`src/hw/sadc_cfg.svh`:
```
`ifndef SADC_CFG_SVH
`define SADC_CFG_SVH

// =====================================================================
// Converter and serial readout configuration
// =====================================================================

// Result width of one conversion.
`define SADC_RES_BITS 12

// Period of the block clock, which also serves as the internal
// conversion oscillator.
`define SADC_CLK_PERIOD_NS 100

// Least conversion time.
`define SADC_T_CONVERT_STROBE_NS 1400

// Strobe pulse counts, taken with the serial clock static.
`define SADC_PULSES_NAP 3'h2
`define SADC_PULSES_SLEEP 3'h4

// Reset values of the pin-facing state.
`define SADC_SDO_RST 1'h0
`define SADC_PULSE_CNT_RST 3'h0

`endif

```
`src/hw/sadc_pkg.sv`:
```
`include "sadc_cfg.svh"

package sadc_pkg;

    // =================================================================
    // Types
    // =================================================================

    typedef enum logic [1:0] {
        SADC_ACTIVE,
        SADC_NAP,
        SADC_SLEEP
    } sadc_pwr_t;

    typedef struct packed {
        logic convert_strobe_s1;
        logic convert_strobe_s2;
        logic convert_strobe_q;
        logic sck_s1;
        logic sck_s2;
        logic sck_q;
        logic start;
        logic [`SADC_RES_BITS-1:0] shift;
        logic sdo;
        logic sdo_oe;
        logic sampling;
        logic [2:0] pulse_cnt;
        sadc_pwr_t pwr;
    } sadc_state_t;

endpackage

```
`src/hw/sadc_sar.sv`:
```
`timescale 1ns/1ps
`default_nettype none

module sadc_sar #(
    parameter int WIDTH = 12,
    parameter int CONVERT_STROBE_CYCLES = 14
) (
    // Clock and reset.
    input wire logic i_ref_clk,
    input wire logic i_rst_b,
    // Control.
    input wire logic i_start,
    // Latched comparator: high when the input is at or above the DAC.
    input wire logic i_cmp_high,
    // Results.
    output logic [WIDTH-1:0] o_dac_code,
    output logic [WIDTH-1:0] o_result,
    output logic o_busy,
    output logic o_done
);

    localparam int CW = $clog2(CONVERT_STROBE_CYCLES + 1);

    // =================================================================
    // Parameter check
    // =================================================================

    // Each bit takes one oscillator cycle, so the conversion window
    // must hold all of them.
    if (WIDTH < 1 || CONVERT_STROBE_CYCLES < WIDTH + 1) begin : g_bad_param
        $error("sadc_sar: conversion window too short for the width.");
    end

    typedef struct packed {
        logic [WIDTH-1:0] trial;
        logic [WIDTH-1:0] mask;
        logic [WIDTH-1:0] result;
        logic [CW-1:0] cnt;
        logic busy;
        logic done;
    } sadc_sar_t;

    localparam logic [WIDTH-1:0] TOP_BIT = {1'b1, {(WIDTH - 1){1'b0}}};
    localparam logic [CW-1:0] LAST = CW'(CONVERT_STROBE_CYCLES - 1);

    sadc_sar_t q;
    sadc_sar_t d;

    // =================================================================
    // Successive approximation
    // =================================================================

    always_comb begin
        d = q;
        d.done = 1'b0;
        if (i_start) begin
            d.busy = 1'b1;
            d.cnt = '0;
            d.trial = TOP_BIT;
            d.mask = TOP_BIT;
        end else if (q.busy) begin
            d.cnt = q.cnt + CW'(1);
            if (q.mask != '0) begin
                d.mask = q.mask >> 1;
                d.trial = (i_cmp_high ? q.trial : (q.trial & ~q.mask))
                    | d.mask;
            end
            if (q.cnt == LAST) begin
                d.busy = 1'b0;
                d.done = 1'b1;
                d.result = q.trial;
            end
        end
    end

    always_ff @(posedge i_ref_clk or negedge i_rst_b) begin
        if (!i_rst_b) begin
            q <= '0;
        end else begin
            q <= d;
        end
    end

    assign o_dac_code = q.trial;
    assign o_result = q.result;
    assign o_busy = q.busy;
    assign o_done = q.done;

endmodule

`default_nettype wire

```
`src/hw/sadc_ctrl.sv`:
```
`timescale 1ns/1ps
`default_nettype none

`include "sadc_cfg.svh"

module sadc_ctrl
    import sadc_pkg::*;
#(
    parameter int RES_BITS = `SADC_RES_BITS
) (
    // Clock and reset.
    input wire logic i_ref_clk,
    input wire logic i_rst_b,
    // Host pins.
    input wire logic i_convert_strobe,
    input wire logic i_sck,
    output logic o_sdo,
    output logic o_sdo_oe,
    // Analog side.
    input wire logic i_cmp_high,
    output logic [RES_BITS-1:0] o_dac_code,
    output logic o_sample,
    output logic o_busy,
    // Power state.
    output logic o_nap,
    output logic o_sleep,
    output logic o_ref_on
);

    // =================================================================
    // Timing and parameter check
    // =================================================================

    // Least time, so the count rounds up.
    localparam int CONVERT_STROBE_CYCLES = (`SADC_T_CONVERT_STROBE_NS + `SADC_CLK_PERIOD_NS - 1)
        / `SADC_CLK_PERIOD_NS;

    // The state record is sized from the shared configuration, so the
    // width cannot be changed here alone.
    if (RES_BITS != `SADC_RES_BITS) begin : g_bad_width
        $error("sadc_ctrl: RES_BITS must match the configured width.");
    end

    // One trial per oscillator cycle plus the load of the result
    // register must fit inside the least conversion time, or the
    // host could read a result before the last bit is decided.
    if (CONVERT_STROBE_CYCLES < RES_BITS + 1) begin : g_bad_convert_strobe
        $error("sadc_ctrl: conversion time too short for the width.");
    end

    // =================================================================
    // Link limits
    // =================================================================

    // The host pins are oversampled by the block clock. Each pin level
    // must therefore last two block clock periods to pass the
    // synchroniser and be seen as an edge. The serial clock rate this
    // logic serves is bound by the block clock, not by the pad; a
    // faster block clock raises it towards the full link rate.
    //
    // The price of oversampling is latency: every pin event takes
    // three block clock cycles to reach the outputs, four from a strobe rise to o_busy, o_dac_code, o_nap, o_sleep and o_ref_on. A host that
    // captures on the rising serial clock edge after a falling one
    // sees settled data as long as the low phase covers that delay.
    if (`SADC_CLK_PERIOD_NS < 1) begin : g_bad_clk
        $error("sadc_ctrl: block clock period must be positive.");
    end

    sadc_state_t q;
    sadc_state_t d;
    logic [RES_BITS-1:0] result;
    logic convert_strobe_done;
    logic convert_strobe_rise;
    logic convert_strobe_fall;
    logic sck_rise;
    logic sck_fall;

    // =================================================================
    // Converter core
    // =================================================================

    sadc_sar #(
        .WIDTH(RES_BITS),
        .CONVERT_STROBE_CYCLES(CONVERT_STROBE_CYCLES)
    ) u_sar (
        .i_ref_clk(i_ref_clk),
        .i_rst_b(i_rst_b),
        .i_start(q.start),
        .i_cmp_high(i_cmp_high),
        .o_dac_code(o_dac_code),
        .o_result(result),
        .o_busy(o_busy),
        .o_done(convert_strobe_done)
    );

    // =================================================================
    // Pin edge detection
    // =================================================================

    // Edges are found on the second synchroniser stage only.
    assign convert_strobe_rise = q.convert_strobe_s2 & ~q.convert_strobe_q;
    assign convert_strobe_fall = ~q.convert_strobe_s2 & q.convert_strobe_q;
    assign sck_rise = q.sck_s2 & ~q.sck_q;
    assign sck_fall = ~q.sck_s2 & q.sck_q;

    // =================================================================
    // Control
    // =================================================================

    always_comb begin
        d = q;
        d.convert_strobe_s1 = i_convert_strobe;
        d.convert_strobe_s2 = q.convert_strobe_s1;
        d.convert_strobe_q = q.convert_strobe_s2;
        d.sck_s1 = i_sck;
        d.sck_s2 = q.sck_s1;
        d.sck_q = q.sck_s2;
        d.start = convert_strobe_rise;

        // Sample-and-hold tracks while the strobe is low and holds
        // from the rise on.
        d.sampling = ~q.convert_strobe_s2;

        // Readout. A strobe that falls before the conversion ends
        // shifts out the previous result; the host must keep the
        // strobe high long enough. Serial clock falls while the data
        // pin is released are ignored, so a stray clock during the
        // conversion cannot advance the shift register.
        if (q.convert_strobe_s2) begin
            d.sdo_oe = 1'b0;
            d.sdo = `SADC_SDO_RST;
        end else if (convert_strobe_fall) begin
            // The result register updates only at the end of a
            // conversion, so a strobe that falls early sends the older result.
            d.sdo_oe = 1'b1;
            d.sdo = result[RES_BITS-1];
            d.shift = result << 1;
        end else if (sck_fall && q.sdo_oe) begin
            // Zeros shift in behind the data without limit.
            d.sdo = q.shift[RES_BITS-1];
            d.shift = q.shift << 1;
        end

        // Power modes. The strobe pulse count only grows while the
        // serial clock stays still; any clock rise restarts it.
        // A wake and a strobe count step in the same cycle resolve to
        // the wake, so a host that pulses the clock is never left in
        // a low-power state it did not ask for. The count saturates at
        // the sleep value so that extra pulses cannot wrap it back to
        // an active pattern. Every strobe pulse also starts a
        // conversion; the device converts even while it is being sent
        // into a low-power state.
        if (sck_rise) begin
            d.pulse_cnt = `SADC_PULSE_CNT_RST;
            d.pwr = SADC_ACTIVE;
        end else begin
            if (convert_strobe_rise && q.pulse_cnt != `SADC_PULSES_SLEEP) begin
                d.pulse_cnt = q.pulse_cnt + 3'h1;
            end
            if (q.pulse_cnt == `SADC_PULSES_SLEEP) begin
                d.pwr = SADC_SLEEP;
            end else if (q.pulse_cnt >= `SADC_PULSES_NAP &&
                         q.pwr == SADC_ACTIVE) begin
                d.pwr = SADC_NAP;
            end
            // The automatic nap after a conversion only leaves the
            // active state; it must never lift the device out of
            // sleep, where the reference is down.
            if (convert_strobe_done && d.pwr == SADC_ACTIVE) begin
                d.pwr = SADC_NAP;
            end
        end
    end

    always_ff @(posedge i_ref_clk or negedge i_rst_b) begin
        if (!i_rst_b) begin
            q <= '0;
        end else begin
            q <= d;
        end
    end

    // =================================================================
    // Outputs
    // =================================================================

    // The host pin outputs come straight from flip-flops, so the
    // data pin and its enable never glitch between clock edges.
    assign o_sdo = q.sdo;
    assign o_sdo_oe = q.sdo_oe;
    assign o_sample = q.sampling;
    assign o_nap = (q.pwr == SADC_NAP);
    assign o_sleep = (q.pwr == SADC_SLEEP);
    // Bandgap and reference buffer stay up in nap, down only in sleep.
    assign o_ref_on = (q.pwr != SADC_SLEEP);

endmodule

`default_nettype wire

```
`config.mk`:
```
export PLATFORM = sky130hd
export DESIGN_NAME = sadc_ctrl
export DESIGN_NICKNAME = d
export VERILOG_FILES = /design/src/hw/sadc_pkg.sv /design/src/hw/sadc_sar.sv /design/src/hw/sadc_ctrl.sv
export VERILOG_INCLUDE_DIRS = /design/src /design/src/hw
export SDC_FILE = /design/constraint.sdc
export NUM_CORES = 1
export LEC_CHECK = 0
export BUFFER_PORTS_ARGS = -buffer_cell sky130_fd_sc_hd__buf_2
export CAP_MARGIN = 20
export CORE_MARGIN = 2
export CORE_UTILIZATION = 61
export CTS_BUF_LIST = sky130_fd_sc_hd__clkbuf_8
export DETAILED_ROUTE_END_ITERATION = 7
export GPL_ROUTABILITY_DRIVEN = 0
export PLACE_DENSITY = 0.81
export SYNTH_ARGS = -nofsm -noshare
export SYNTH_HDL_FRONTEND = slang
export SYNTH_SLANG_ARGS = --single-unit
```
`constraint.sdc`:
```
create_clock -name i_ref_clk -period 2.3 [get_ports i_ref_clk]
set_clock_uncertainty 0.15 [all_clocks]
set_input_delay 0.23 -clock i_ref_clk [delete_from_list [all_inputs] [get_ports i_ref_clk]]
set_output_delay 0.23 -clock i_ref_clk [all_outputs]
set_load 0.01 [all_outputs]
```
==> impl_metrics.toml <==
[power]
peakVddDrop_mv = 0.411
pwr-share-clk_pct = 32.2
switching_share_pct = 27.8
power.share.sequential_pct = 50.4
power_frac_comb_pct = 17.4
internal_power_mw = 2.22
leakagePower_nw = 1.65
power_density_mw_per_mm2 = 934
switching_power_mw = 0.854
total_power_mw = 3.08

[synthesis]
synth-seq-cells = 68
netlist_area_sq_mm = 0.00297
ys.flop_type = "dfrtp_1"
async_flop_share_pct = 100
synth_area_per_cell_sq_um = 11.9
synth.distinct_cells = 36
synth.net_count = 260
ys_seq_area_share_pct = 57.3
syn_inst = 250
yosysWarnings = 0
synth_edf_count = 0

[worst_setup_path]
required_ps = 2370
r2r_slack_ps = 540
crit_chain = "inv_1 > ha_1 > nand3_1 > nor3_4 > buf_4 > mux2_1"
cp_slowest_stage_delay_ps = 420
critPathCaptureType = "flip-flop"
r2r_end = "u_sar.o_result[0]$_DFFE_PN0P_"
path_class = "reg -> reg"
path_max_fanout = 13
start_kind = "flip-flop"
reg2reg_depth = 6
r2r-start = "u_sar.q[3]$_DFFE_PN0P_"
slowest_stage = "dfrtp_1"
crit_arrival_ps = 1830

[sta]
hold_viol = 0
whs_ps = 202
layout_min_cycle_time_ps = 1760
min_period_over_period_pct = 76.4
finalSetupTns_ps = 0
report.final.slew_viol_count = 0
fmax_mhz = 569
setup-violations-final = 0
maxSlewHeadroom_pct = 59.2
fin_ws_ps = 542
rsz0062_at_grt = "false"
tightest_slew_ps = 612

[floorplanning]
die_h_microns = 73.8
num_rows = 25
pin_count = 24
die-area_sq_mm = 0.00544
initial_core_util_pct = 62.9
die_x_microns = 73.8
fp.coreArea_sq_mm = 0.00472

[routing]
initialDrtViolationCount = 91
first_pass_iters = 4
totalWireLength_microns = 5100
vias_per_cell = 5.24
num_vias = 1799
wl_per_cell_microns = 14.9
drc = 0
ant_nets = 0

[placement]
port_buffers = 23
hpwl_microns = 3260
pre_cts_ws_ps = 568
dp_cells = 324

[cells_and_area]
layout.cells.non_filler = 343
layout.nets = 281
diodes = 0
drive_gt1_share_pct = 25.4
synthToLayoutAreaGrowth_pct = 11.0

[clock_network]
numCtsBuffers = 9
cts_root_buf = "clkbuf_8"
cts_resized = 0
clk_latency_ps = 350
cts_htree_levels = 3
numClockSinks = 68
cts_tree = "done"
clk_pin_slew_ps = 70
ctsLongestPathBuffers = 2

[global_route]
overflow = 0
grt_pass1_vias = 1863
grt_max_degree = 30
grt_antenna_before_repair = 0
grt_usage_pct = 22.0
grt_pass1_wl_microns = 8660

[run]
maxCapViolations = 0

[hold_path]
whs_path_depth = 0
whs_endpoint = "d[21]$_DFF_PN0_"
hold_path.class = "reg -> reg"
min_from = "d[22]$_DFF_PN0_"

[run_status]
outcome = "finished clean"
## flip-flops by register name, summed over array words and instances (netlist names)
register          count
d                     4
u_sar.o_dac_code     12
o_sdo_oe              1
u_sar.o_result       12
u_sar.q              16
u_sar.o_done          1
o_sdo                 1
o_sample              1
q                    19
u_sar.o_busy          1
## logic make-up (layout without fill, tap and decap cells)
kind of cell / after synthesis / count (layout) / share of synthesized area [%]
adder cells (fa/ha/maj): 5 / 5 / 2.11
multiplexers: 33 / 33 / 14.7
AO/OA/AOI/OAI: 48 / 48 / 8.98
AND/OR/NAND/NOR: 48 / 48 / 7.97
buffers and inverters: 45 / 71 / 8.01
XOR/XNOR: 3 / 3 / 0.885
flip-flops: 68 / 68 / 57.3
## synthesized netlist by cell type, types with 3 or more instances
cell      count  area share [%]
nand2b_1      4            0.84
buf_4        14             3.5
a21oi_1      25             4.2
mux2_4       18             9.1
dfrtp_1      68              57
mux2_2        5             1.9
o21ai_0      14             2.4
mux2_1        9             3.4
clkbuf_1      4            0.51
nand2_1      24             3.0
ha_1          5             2.1
nand3_1       3            0.51
inv_1        22             2.8
nor2_1        8             1.0
## metrics by stage
stage	instance area (sq um)	utilization [%]
2_1_floorplan	2970	-
3_3_place_gp	3060	64.8
3_5_place_dp	3060	64.8
4_1_cts	3290	69.7
5_1_grt	3290	69.7
6_report	3290	69.7
## power groups by stage
stage	clock network (mW)	registers, mW	logic [mW]
after CTS	1.01	1.55	0.545
after global routing	1.06	1.58	0.605
after global placement	0	1.56	0.515
final	0.990	1.55	0.535
after detailed placement	0	1.57	0.536
after floorplan	0	1.53	0.451
## cell type report
type                    instances  area (sq um)
clock buffers                  11           151
clock inverters                 5          51.3
fillers                       341          1430
inverters                      23          86.3
multi-input cells             137          1030
flip-flops and latches         68          1700
well taps                      67          83.8
repair buffers                 32           190
## cell usage in the layout (no fill, tap or decap), types with 6 or more instances in the layout
| master | n |
|---|---|
| a21oi_1 | 25 |
| mux2_1 | 9 |
| clkbuf_8 | 11 |
| dfrtp_1 | 68 |
| buf_2 | 23 |
| buf_4 | 6 |
| nand2_1 | 24 |
| mux2_4 | 18 |
| nor2_1 | 8 |
| inv_1 | 23 |
| o21ai_0 | 14 |
## worst max path at each step
stage / from / end / slack [ps] / cells after the start
final: u_sar.q[3]$_DFFE_PN0P_ / u_sar.o_result[0]$_DFFE_PN0P_ / 540 / 6
after global routing: u_sar.q[3]$_DFFE_PN0P_ / u_sar.o_result[2]$_DFFE_PN0P_ / 440 / 6
after CTS: u_sar.q[3]$_DFFE_PN0P_ / u_sar.o_result[2]$_DFFE_PN0P_ / 540 / 6
after detailed placement: u_sar.q[3]$_DFFE_PN0P_ / u_sar.o_result[2]$_DFFE_PN0P_ / 570 / 6
after global placement: u_sar.q[3]$_DFFE_PN0P_ / u_sar.o_result[3]$_DFFE_PN0P_ / 630 / 6
after floorplan: u_sar.q[3]$_DFFE_PN0P_ / u_sar.o_result[0]$_DFFE_PN0P_ / 660 / 6
## timing repair
item | CTS | global route
hold buffers | 3 | 0
buffers inserted | 0 | 0
hold endpoints to repair | 28 | 0
## worst max-delay path: cells and delay by family, from the launching register on
family	cells	cell delay [ps]
adders and majority gates	1	130
DFF	1	420
buffers and inverters	2	310
muxes	1	350
and+or+nand+nor	2	260
## metal layers
layer,part of all wire [%],vias to the layer above,track usage (%)
met5,0,-,0
met4,2.2,0,10.3
met3,3.2,9,6.58
met2,49,31,35.2
met1,45,896,27.3
li1,-,863,-
No activity file was read; power rests on OpenSTA's default activity.
